### src/logic/cdsf_defs.vh
/*
 Constants of the channel diagnostic status block: channel count,
 status codes, register offsets and layouts, reset values, timings.
 Assumes a 250 MHz core clock and a 32-bit APB with byte addresses.
*/
// How it works
// - Supply short holds code 001 until read
// - Code 010 leaves only on supply short/read
// - Code 011 yields to either short or read
// - Both checks clean give 100; faults replace
// - Missing clean check promotes 101/110 to 100
// - From 111, clean on-check enabled gives 101
// - From 111, clean off-check gives 110 if ok
// - From 111, enabled supply short gives 001
// - From 111, ground short gives 010 if ok
// - From 111, open load gives 011 if ok
// - Status read returns code then sets 111
// - Power-on or external reset force 111
// - Supply recovery restarts off-check for off channels
// - On-check starts on three enable/command cases
// - Off-check starts on disable/command fall cases
// - Check completes only after uninterrupted timers
// - Core disabled unless all supplies valid
// - Output disable never alters stored codes
// - Read in undervoltage keeps 111 while off
`ifndef CDSF_DEFS_VH
`define CDSF_DEFS_VH

`define CDSF_NCH 6

`define CDSF_ST_SCB 3'h1
`define CDSF_ST_SCG 3'h2
`define CDSF_ST_OLF 3'h3
`define CDSF_ST_DONE 3'h4
`define CDSF_ST_ON_OK 3'h5
`define CDSF_ST_OFF_OK 3'h6
`define CDSF_ST_NONE 3'h7

`define CDSF_OFS_CTRL 12'h000
`define CDSF_OFS_STATUS 12'h004
`define CDSF_OFS_PULSE 12'h008
`define CDSF_OFS_SUPPLY 12'h00C
`define CDSF_OFS_BUSY 12'h010

`define CDSF_PULSE_ON_LSB 0
`define CDSF_PULSE_OFF_LSB 8
`define CDSF_CTRL_RST 6'h00

`define CDSF_CLK_PERIOD_NS 4
`define CDSF_BLANK_ON_NS 2000
`define CDSF_BLANK_OFF_NS 2000
`define CDSF_FILTER_NS 1000
`define CDSF_CYC(ns) (((ns) + `CDSF_CLK_PERIOD_NS - 1) / `CDSF_CLK_PERIOD_NS)

`endif

### src/logic/cdsf_chan.v
/*
 One channel's check timer and status state machine.
 Assumes all inputs are synchronous to clk_i and already filtered
 of metastability; start and read-clear inputs are one-cycle pulses, soft clear is a level.
*/
`timescale 1ns/1ns
`default_nettype none
`include "cdsf_defs.vh"
module cdsf_chan (
    // Clock and reset
    input wire clk_i,
    input wire rst_i,
    input wire soft_clr_i,
    // Conditions and triggers
    input wire dis_i,
    input wire uv_i,
    input wire start_on_i,
    input wire start_off_i,
    input wire rd_clr_i,
    // Fault comparators
    input wire scb_i,
    input wire scg_i,
    input wire olf_i,
    // State
    output wire [2:0] code_o,
    output wire busy_o
);
    localparam [1:0] M_IDLE = 2'b00;
    localparam [1:0] M_ON = 2'b01;
    localparam [1:0] M_OFF = 2'b10;
    localparam [11:0] BL_ON = `CDSF_CYC(`CDSF_BLANK_ON_NS) - 1;
    localparam [11:0] BL_OFF = `CDSF_CYC(`CDSF_BLANK_OFF_NS) - 1;
    localparam [11:0] FLT = `CDSF_CYC(`CDSF_FILTER_NS) - 1;

    reg [1:0] mode_q;
    reg [11:0] cnt_q;
    reg [2:0] flt_q;
    reg [2:0] code_q;
    reg [2:0] code_d;
    reg [2:0] base;
    wire [2:0] flt_now;
    wire abort;
    wire done;
    wire on_end;
    wire off_end;

    assign flt_now = (mode_q == M_ON) ? {scb_i, 2'b00} : {1'b0, scg_i, olf_i};
    // Leaving enable or losing the core cuts a check short
    assign abort = soft_clr_i | dis_i | ((mode_q == M_OFF) & uv_i);
    assign done = (mode_q != M_IDLE) & ~abort & ~start_on_i & ~start_off_i
        & (cnt_q == 12'h000) & (flt_now == flt_q);
    assign on_end = done & (mode_q == M_ON);
    assign off_end = done & (mode_q == M_OFF);

    always @(posedge clk_i or posedge rst_i) begin
        if (rst_i) begin
            mode_q <= M_IDLE;
            cnt_q <= 12'h000;
            flt_q <= 3'h0;
        end else if (abort) begin
            mode_q <= M_IDLE;
        end else if (start_on_i) begin
            mode_q <= M_ON;
            cnt_q <= BL_ON;
            flt_q <= {scb_i, 2'b00};
        end else if (start_off_i) begin
            mode_q <= M_OFF;
            cnt_q <= BL_OFF;
            flt_q <= {1'b0, scg_i, olf_i};
        end else if (mode_q != M_IDLE) begin
            // A comparator change restarts the filter time
            if (flt_now != flt_q) begin
                cnt_q <= FLT;
                flt_q <= flt_now;
            end else if (cnt_q == 12'h000) begin
                mode_q <= M_IDLE;
            end else begin
                cnt_q <= cnt_q - 12'h001;
            end
        end
    end

    // A read lands first so a same-cycle result is not lost
    always @* begin
        base = rd_clr_i ? `CDSF_ST_NONE : code_q;
        code_d = base;
        case (base)
            `CDSF_ST_SCB: code_d = base;
            `CDSF_ST_SCG: begin
                if (on_end & scb_i) code_d = `CDSF_ST_SCB;
            end
            `CDSF_ST_OLF: begin
                if (on_end & scb_i) code_d = `CDSF_ST_SCB;
                else if (off_end & scg_i) code_d = `CDSF_ST_SCG;
            end
            `CDSF_ST_DONE, `CDSF_ST_ON_OK, `CDSF_ST_OFF_OK: begin
                if (on_end & scb_i) code_d = `CDSF_ST_SCB;
                else if (off_end & scg_i) code_d = `CDSF_ST_SCG;
                else if (off_end & olf_i) code_d = `CDSF_ST_OLF;
                else if (off_end & (base == `CDSF_ST_ON_OK))
                    code_d = `CDSF_ST_DONE;
                else if (on_end & (base == `CDSF_ST_OFF_OK))
                    code_d = `CDSF_ST_DONE;
            end
            default: begin
                if (on_end & ~dis_i & scb_i)
                    code_d = `CDSF_ST_SCB;
                else if (on_end & ~dis_i)
                    code_d = `CDSF_ST_ON_OK;
                else if (off_end & ~dis_i & ~uv_i & scg_i)
                    code_d = `CDSF_ST_SCG;
                else if (off_end & ~dis_i & ~uv_i & olf_i)
                    code_d = `CDSF_ST_OLF;
                else if (off_end & ~dis_i & ~uv_i)
                    code_d = `CDSF_ST_OFF_OK;
            end
        endcase
    end

    always @(posedge clk_i or posedge rst_i) begin
        if (rst_i) begin
            code_q <= `CDSF_ST_NONE;
        end else if (soft_clr_i) begin
            code_q <= `CDSF_ST_NONE;
        end else begin
            code_q <= code_d;
        end
    end

    assign code_o = code_q;
    assign busy_o = (mode_q != M_IDLE);
endmodule
`default_nettype wire

### src/logic/cdsf_top.v
/*
 Six-channel diagnostic status block with an APB register slave.
 Assumes pins arrive asynchronously and pass two flip-flops here;
 the APB master runs on CORE_CLK_I.
*/
`timescale 1ns/1ns
`default_nettype none
`include "cdsf_defs.vh"
module cdsf_top (
    // Clock and reset
    input wire CORE_CLK_I,
    input wire SYS_RST_I,
    // APB slave
    input wire PSEL_I,
    input wire PENABLE_I,
    input wire PWRITE_I,
    input wire [11:0] PADDR_I,
    input wire [31:0] PWDATA_I,
    output wire [31:0] PRDATA_O,
    output wire PREADY_O,
    output wire PSLVERR_O,
    // Device pins
    input wire OUTPUT_DISABLE_IN_I,
    input wire EXT_RESET_LOW_N_I,
    input wire [5:0] PARALLEL_DRIVE_IN_I,
    // Supply monitors
    input wire LOAD_SUPPLY_OK_I,
    input wire LOAD_UNDERVOLT_LEVEL_I,
    input wire INTERFACE_SUPPLY_OK_I,
    input wire FAULT_REFERENCE_OK_I,
    // Drain comparators
    input wire [5:0] SHORT_TO_SUPPLY_I,
    input wire [5:0] SHORT_TO_GROUND_I,
    input wire [5:0] OPEN_LOAD_I,
    // Status
    output wire [17:0] CHANNEL_STATUS_CODE_O,
    output wire CORE_ENABLED_O
);
    localparam PW = 30;

    // Two-stage synchroniser for every pin
    reg [PW-1:0] pin_s1_q;
    reg [PW-1:0] pin_s2_q;
    wire [PW-1:0] pin_raw;

    wire dis;
    wire ext_rst_n;
    wire load_ok;
    wire uv;
    wire if_ok;
    wire fref_ok;
    wire [5:0] par_in;
    wire [5:0] short_to_supply;
    wire [5:0] short_to_ground;
    wire [5:0] open_load;

    // Edge history
    reg dis_prev_q;
    reg uv_prev_q;
    reg [5:0] par_prev_q;
    reg [5:0] gate_prev_q;

    // Software state
    reg [5:0] gate_q;
    reg [5:0] on_pulse_q;
    reg [5:0] off_pulse_q;
    reg rd_clr_q;
    reg core_en_q;

    // Bus state
    reg pready_q;
    reg pslverr_q;
    reg [31:0] prdata_q;
    wire setup_ack;
    wire xfer_done;
    wire wr_done;
    wire rd_done;

    // Channel wiring
    wire core_en;
    wire soft_clr;
    wire [5:0] cmd;
    wire [5:0] cmd_prev;
    wire [5:0] start_on;
    wire [5:0] start_off;
    wire [17:0] codes;
    wire [5:0] busy;

    assign pin_raw = {OUTPUT_DISABLE_IN_I, EXT_RESET_LOW_N_I,
        LOAD_SUPPLY_OK_I, LOAD_UNDERVOLT_LEVEL_I,
        INTERFACE_SUPPLY_OK_I, FAULT_REFERENCE_OK_I,
        PARALLEL_DRIVE_IN_I, SHORT_TO_SUPPLY_I,
        SHORT_TO_GROUND_I, OPEN_LOAD_I};

    always @(posedge CORE_CLK_I or posedge SYS_RST_I) begin
        if (SYS_RST_I) begin
            pin_s1_q <= {PW{1'b0}};
            pin_s2_q <= {PW{1'b0}};
        end else begin
            pin_s1_q <= pin_raw;
            pin_s2_q <= pin_s1_q;
        end
    end

    assign dis = pin_s2_q[29];
    assign ext_rst_n = pin_s2_q[28];
    assign load_ok = pin_s2_q[27];
    assign uv = pin_s2_q[26];
    assign if_ok = pin_s2_q[25];
    assign fref_ok = pin_s2_q[24];
    assign par_in = pin_s2_q[23:18];
    assign short_to_supply = pin_s2_q[17:12];
    assign short_to_ground = pin_s2_q[11:6];
    assign open_load = pin_s2_q[5:0];

    // Register decode
    function hit;
        input [11:0] addr;
        input [11:0] ofs;
        begin
            hit = (addr == ofs);
        end
    endfunction

    function mapped;
        input [11:0] addr;
        begin
            mapped = hit(addr, `CDSF_OFS_CTRL)
                | hit(addr, `CDSF_OFS_STATUS)
                | hit(addr, `CDSF_OFS_PULSE)
                | hit(addr, `CDSF_OFS_SUPPLY)
                | hit(addr, `CDSF_OFS_BUSY);
        end
    endfunction

    function [31:0] rd_mux;
        input [11:0] addr;
        input [5:0] g;
        input [17:0] c;
        input [5:0] sup;
        input [5:0] b;
        begin
            rd_mux = 32'h0000_0000;
            if (hit(addr, `CDSF_OFS_CTRL))
                rd_mux = {26'h000_0000, g};
            else if (hit(addr, `CDSF_OFS_STATUS))
                rd_mux = {14'h0000, c};
            else if (hit(addr, `CDSF_OFS_SUPPLY))
                rd_mux = {26'h000_0000, sup};
            else if (hit(addr, `CDSF_OFS_BUSY))
                rd_mux = {26'h000_0000, b};
        end
    endfunction

    // One wait state: pready rises in the second access cycle
    assign setup_ack = PSEL_I & PENABLE_I & ~pready_q;
    assign xfer_done = PSEL_I & PENABLE_I & pready_q;
    assign wr_done = xfer_done & PWRITE_I & mapped(PADDR_I);
    assign rd_done = xfer_done & ~PWRITE_I;

    always @(posedge CORE_CLK_I or posedge SYS_RST_I) begin
        if (SYS_RST_I) begin
            pready_q <= 1'b0;
            pslverr_q <= 1'b0;
            prdata_q <= 32'h0000_0000;
        end else begin
            pready_q <= setup_ack;
            if (setup_ack) begin
                pslverr_q <= ~mapped(PADDR_I);
                // Code is sampled here, before the read clears it
                prdata_q <= PWRITE_I ? 32'h0000_0000 :
                    rd_mux(PADDR_I, gate_q, codes,
                    {core_en, if_ok, fref_ok, load_ok, uv, ext_rst_n},
                    busy);
            end else begin
                pslverr_q <= 1'b0;
                prdata_q <= 32'h0000_0000;
            end
        end
    end

    // Software gate commands and pulse requests
    always @(posedge CORE_CLK_I or posedge SYS_RST_I) begin
        if (SYS_RST_I) begin
            gate_q <= `CDSF_CTRL_RST;
            on_pulse_q <= 6'h00;
            off_pulse_q <= 6'h00;
            rd_clr_q <= 1'b0;
        end else begin
            on_pulse_q <= 6'h00;
            off_pulse_q <= 6'h00;
            rd_clr_q <= rd_done & hit(PADDR_I, `CDSF_OFS_STATUS);
            if (soft_clr) begin
                gate_q <= `CDSF_CTRL_RST;
            end else if (wr_done & hit(PADDR_I, `CDSF_OFS_CTRL)) begin
                gate_q <= PWDATA_I[5:0];
            end else if (wr_done & hit(PADDR_I, `CDSF_OFS_PULSE)) begin
                on_pulse_q <= PWDATA_I[`CDSF_PULSE_ON_LSB +: 6];
                off_pulse_q <= PWDATA_I[`CDSF_PULSE_OFF_LSB +: 6];
            end
        end
    end

    // Edge history follows the synchronised levels
    always @(posedge CORE_CLK_I or posedge SYS_RST_I) begin
        if (SYS_RST_I) begin
            dis_prev_q <= 1'b1;
            uv_prev_q <= 1'b0;
            par_prev_q <= 6'h00;
            gate_prev_q <= 6'h00;
            core_en_q <= 1'b0;
        end else begin
            dis_prev_q <= dis;
            uv_prev_q <= uv;
            par_prev_q <= par_in;
            gate_prev_q <= gate_q;
            core_en_q <= core_en;
        end
    end

    // Core runs only with every supply valid
    assign core_en = if_ok & load_ok & fref_ok;
    assign soft_clr = ~core_en | ~ext_rst_n;

    assign cmd = par_in | gate_q;
    assign cmd_prev = par_prev_q | gate_prev_q;

    // Disable falling, a command rising, or a pulse request
    assign start_on = ({6{dis_prev_q & ~dis}} & cmd)
        | ({6{~dis}} & cmd & ~cmd_prev)
        | ({6{~dis}} & on_pulse_q);

    // Off-state starts; supply recovery retriggers idle-low channels
    assign start_off = ({6{dis_prev_q & ~dis}} & ~cmd)
        | ({6{~dis}} & ~cmd & cmd_prev)
        | ({6{~dis}} & off_pulse_q)
        | ({6{~dis & uv_prev_q & ~uv}} & ~cmd);

    // Output disable only aborts checks; codes stay put
    genvar i;
    generate
        for (i = 0; i < `CDSF_NCH; i = i + 1) begin : g_ch
            cdsf_chan u_chan (
                .clk_i(CORE_CLK_I),
                .rst_i(SYS_RST_I),
                .soft_clr_i(soft_clr),
                .dis_i(dis),
                .uv_i(uv),
                .start_on_i(start_on[i]),
                .start_off_i(start_off[i]),
                .rd_clr_i(rd_clr_q),
                .scb_i(short_to_supply[i]),
                .scg_i(short_to_ground[i]),
                .olf_i(open_load[i]),
                .code_o(codes[3*i +: 3]),
                .busy_o(busy[i])
            );
        end
    endgenerate

    assign PRDATA_O = prdata_q;
    assign PREADY_O = pready_q;
    assign PSLVERR_O = pslverr_q;
    assign CHANNEL_STATUS_CODE_O = codes;
    assign CORE_ENABLED_O = core_en_q;
endmodule
`default_nettype wire

### config.mk
export PLATFORM = sky130hd
export DESIGN_NAME = cdsf_top
export DESIGN_NICKNAME = d
export VERILOG_FILES = /design/src/logic/cdsf_chan.v /design/src/logic/cdsf_top.v
export VERILOG_INCLUDE_DIRS = /design/src /design/src/logic
export SDC_FILE = /design/constraint.sdc
export NUM_CORES = 1
export LEC_CHECK = 0
export BUFFER_PORTS_ARGS = -buffer_cell sky130_fd_sc_hd__buf_2
export CORE_MARGIN = 4
export CORE_UTILIZATION = 50
export DETAILED_ROUTE_END_ITERATION = 16
export PLACE_DENSITY = 0.7
export SYNTH_ARGS = -nofsm -noshare
export SYNTH_HDL_FRONTEND = slang
export SYNTH_SLANG_ARGS = --single-unit
### constraint.sdc
create_clock -name CORE_CLK_I -period 20.2 [get_ports CORE_CLK_I]
set_input_delay 3.03 -clock CORE_CLK_I [delete_from_list [all_inputs] [get_ports CORE_CLK_I]]
set_output_delay 3.03 -clock CORE_CLK_I [all_outputs]
set_load 0.005 [all_outputs]
==> results.tsv <==
stage	metric	value	unit
run_status	status	finished, final reports clean	
clocking	cts-buffers-inserted	25	
timing	report.final.setup_viol	0	
timing	hold-worst-slack	0.347	ns
yosys	postSynthAreaPerCell	9.30	sq um
final_layout	mostFrequentLayoutCells	sky130_fd_sc_hd__dfrtp_1, sky130_fd_sc_hd__nand2_1, sky130_fd_sc_hd__nor2_1, sky130_fd_sc_hd__buf_2, sky130_fd_sc_hd__a21oi_1	
power	report.power.total	1.23	mW
floorplanning	number_of_placement_rows	56	
clocking	clock_transition_time_at_the_flip_flop_clock_pins_of_the_worst_setup_and_hold_paths	0.07	ns
place	dpl-instance-area	12700	sq um
floorplanning	fp.dieH	163	um
drt	via_per_inst	5.79	
setup_path	r2r.worst_path.cells	8	
drt	top_signal_layer_used	met4	
final_layout	antennaDiodeCount	0	
final_layout	flow.area_growth_from_synthesis	13.7	%
clocking	tritoncts_clock_tree	built	
place	gpl.final_weighted_congestion	0.876	
place	place_hpwl	20.7	mm
drt	routedWlPerCell	17.0	um
clocking	post_cts.resized_instances	0	
floorplanning	dieWidth	163	um
timing	period_minus_slack	5.67	ns
min_path	worstHoldPathCells	0	
timing	slew_violations	0	
floorplanning	placeableCoreArea	23500	sq um
yosys	synthesis.yosys.warnings	0	
final_layout	num-nets-final	1468	
clocking	h-tree-depth	1	
setup_path	reg2reg_setup_slack	16.97	ns
floorplanning	boundaryPins	132	
drt	first_pass_iters	7	
timing	finalCritPeriodShare	28.1	%
drt	detailed_routing_wirelength_on_met1	13.2	mm
min_path	whs_endpoint	pin_s2_q[22]$_DFF_PP0_	
clocking	cts-root-buf	sky130_fd_sc_hd__clkbuf_16	
drt	route.final.wire_length	29.2	mm
yosys	post_synth_instance_area	12000	sq um
clocking	post_cts_buffers	0	
drt	route.detailed.drc	0	
yosys	flip_flop_and_latch_count_after_synthesis	234	
yosys	post_synth_inst_count	1286	
yosys	synth_edf_count	0	
timing	fin_setup_tns	0	ns
setup_path	critPathLaunchType	input pin	
floorplanning	floorplan.initialDensity	51.0	%
global_route	antenna_found_initial	0	
final_layout	fillCellCount	2035	
floorplanning	die_area	26500	sq um
power	irDropWorstVdd	0.0670	mV
global_route	vias_in_the_first_global_route	9317	
clocking	clock_insertion_delay_worst_skew	0.53	ns
final_layout	layout_commonest_cell	sky130_fd_sc_hd__dfrtp_1	
drt	met3_wire_length	1.61	mm
global_route	grt_max_degree	100	
timing	timing.fmax	176	MHz
setup_path	critical_path.reg2reg.startpoint	pin_s2_q[29]$_DFF_PP0_	
timing	tightestPinTransition	1.09	ns
setup_path	critPathMaxFanout	10	
clocking	cts-hold-fix-buffers	0	
yosys	synth-main-ff-cell	sky130_fd_sc_hd__dfrtp_1	
global_route	grt_pass1_wl	47.1	mm
timing	slew_headroom	27.2	%
setup_path	worst_r2r_endpoint	g_ch[4].u_chan.code_o[1]$_DFF_PP1_	
yosys	asr_flop_ratio_synth	100	%
min_path	tightest_hold_check_type	reg2reg	
timing	finalHoldViolations	0	
setup_path	cp_data_required_time	20.66	ns
drt	ant_nets	0	
final_layout	layout-drive-gt1-share	15.6	%
min_path	worst_min_delay_path_startpoint	pin_s1_q[22]$_DFF_PP0_	
clocking	tritoncts_num_sinks	234	
global_route	groute.usage.overall	21.7	%
power	leakage	5.83	nW
setup_path	critPathCaptureType	flop	
timing	worst_clock_skew	0.0177	ns
setup_path	critical_path_arrival	6.13	ns
final_layout	design_area	13600	sq um
run	max_cap_violations	0	
power	power_density	90.5	nW/um^2
place	placement.io_buffers	97	
global_route	grt-ovfl-total	0	
yosys	synth_unique_cells	81	
timing	grt_setup_unrepaired	no	
setup_path	timing_worst_setup_path_type	in2reg	
drt	route.met2.wl	13.4	mm
clocking	max-clock-path-buffers	3	
drt	drt_iter0_drc	630	
drt	routed-via-count	9922	
yosys	ys_seq_area_share	49.1	%
[state kept, by name, indices dropped and copies added (netlist names), 6 cells and up]
register            cells
g_ch.u_chan.mode_q     12
on_pulse_q              6
g_ch.u_chan.code_o     18
off_pulse_q             6
g_ch.u_chan.flt_q      18
g_ch.u_chan.cnt_q      72
gate_prev_q             6
par_prev_q              6
pin_s2_q               30
PRDATA_O               18
gate_q                  6
pin_s1_q               30
[cell families (layout without fill, tap and decap cells)]
| logic type | count (synthesis) | count (layout) | share of synthesized area (%) |
|---|---|---|---|
| flip-flops | 234 | 234 | 49.1 |
| multiplexers | 8 | 8 | 0.690 |
| other | 1 | 14 | 0.0313 |
| buffers and inverters | 91 | 187 | 3.35 |
| adder cells (fa/ha/maj) | 12 | 12 | 1.26 |
| XOR/XNOR | 46 | 46 | 3.37 |
| AO/OA/AOI/OAI | 312 | 312 | 16.7 |
| AND/OR/NAND/NOR | 582 | 582 | 25.5 |
[power breakdown]
group	switching, mW	internal (mW)	total [mW]
logic	0.0997	0.0718	0.171
registers	0.0520	0.520	0.572
clock network	0.190	0.296	0.487
[layer usage]
metal / global-route usage [%] / vias to the layer above
met5: 0 / -
met4: 7.40 / 0
met2: 34.4 / 288
met3: 2.91 / 57
met1: 30.9 / 4758
li1: - / 4819
[synthesized netlist by cell type (11+ instances only)]
cell type	n	share of area (%)
sky130_fd_sc_hd__nand2_1	130	4.1
sky130_fd_sc_hd__nand3b_1	12	0.75
sky130_fd_sc_hd__or4_1	14	0.88
sky130_fd_sc_hd__dfrtp_1	215	45
sky130_fd_sc_hd__nor3_1	50	2.1
sky130_fd_sc_hd__o22a_1	11	0.81
sky130_fd_sc_hd__and3_1	11	0.58
sky130_fd_sc_hd__o21ai_0	83	3.5
sky130_fd_sc_hd__dfstp_2	19	4.2
sky130_fd_sc_hd__xnor2_1	16	1.2
sky130_fd_sc_hd__a211oi_1	18	1.1
sky130_fd_sc_hd__nand3_1	51	2.1
sky130_fd_sc_hd__nand4_1	12	0.63
sky130_fd_sc_hd__xor2_1	30	2.2
sky130_fd_sc_hd__nand2b_1	21	1.1
sky130_fd_sc_hd__clkbuf_1	34	1.1
sky130_fd_sc_hd__nor2_1	126	4.0
sky130_fd_sc_hd__nor4_1	18	0.94
sky130_fd_sc_hd__nor2b_1	18	0.94
sky130_fd_sc_hd__a21oi_1	84	3.5
sky130_fd_sc_hd__or2_2	23	1.2
sky130_fd_sc_hd__a31oi_1	18	0.94
sky130_fd_sc_hd__ha_1	12	1.3
sky130_fd_sc_hd__buf_4	14	0.88
sky130_fd_sc_hd__and2_1	36	1.9
sky130_fd_sc_hd__inv_1	35	1.1
sky130_fd_sc_hd__or3_1	24	1.3
[worst max path at each step]
stage | cells after the start | start | slack, ns | to
3_5_place_dp | 8 | PADDR_I[9] | 14.10 | PRDATA_O[17]$_DFF_PP0_
4_1_cts | 8 | PADDR_I[9] | 14.64 | PRDATA_O[17]$_DFF_PP0_
6_report | 8 | PADDR_I[9] | 14.53 | PRDATA_O[17]$_DFF_PP0_
5_1_grt | 8 | PADDR_I[9] | 14.45 | PRDATA_O[17]$_DFF_PP0_
2_1_floorplan | 1 | SYS_RST_I | 10.78 | CORE_ENABLED_O$_DFF_PP0_
3_3_place_gp | 8 | PADDR_I[9] | 14.17 | PRDATA_O[6]$_DFF_PP0_
[worst max-delay path, stage by stage]
cell and delay (ns):
sky130_fd_sc_hd__buf_2 0.09, sky130_fd_sc_hd__or4_1 0.54, sky130_fd_sc_hd__nor4_2 0.60, sky130_fd_sc_hd__nand3_1 0.19
sky130_fd_sc_hd__nor2_1 0.38, sky130_fd_sc_hd__inv_1 0.18, sky130_fd_sc_hd__nor2_1 0.86, sky130_fd_sc_hd__and2_1 0.25
[per-stage QoR]
step	setup slack, ns	util [%]	std cells
floorplan	10.78	-	1299
global placement	14.17	54.2	1669
detailed placement	14.10	54.2	1669
CTS	14.64	57.9	1714
global route	14.45	57.9	1714
finish	14.53	57.9	1714
[layout make-up]
class	count	area (sq um)	share of cell area, %
Clock buffer	28	647	4.76
Clock inverter	17	238	1.75
Inverter	35	139	1.02
Multi-Input combinational cell	974	5740	42.2
Sequential cell	234	5880	43.2
Tap cell	319	399	2.93
Timing Repair Buffer	107	561	4.12
(Power assumes the default switching activity.)
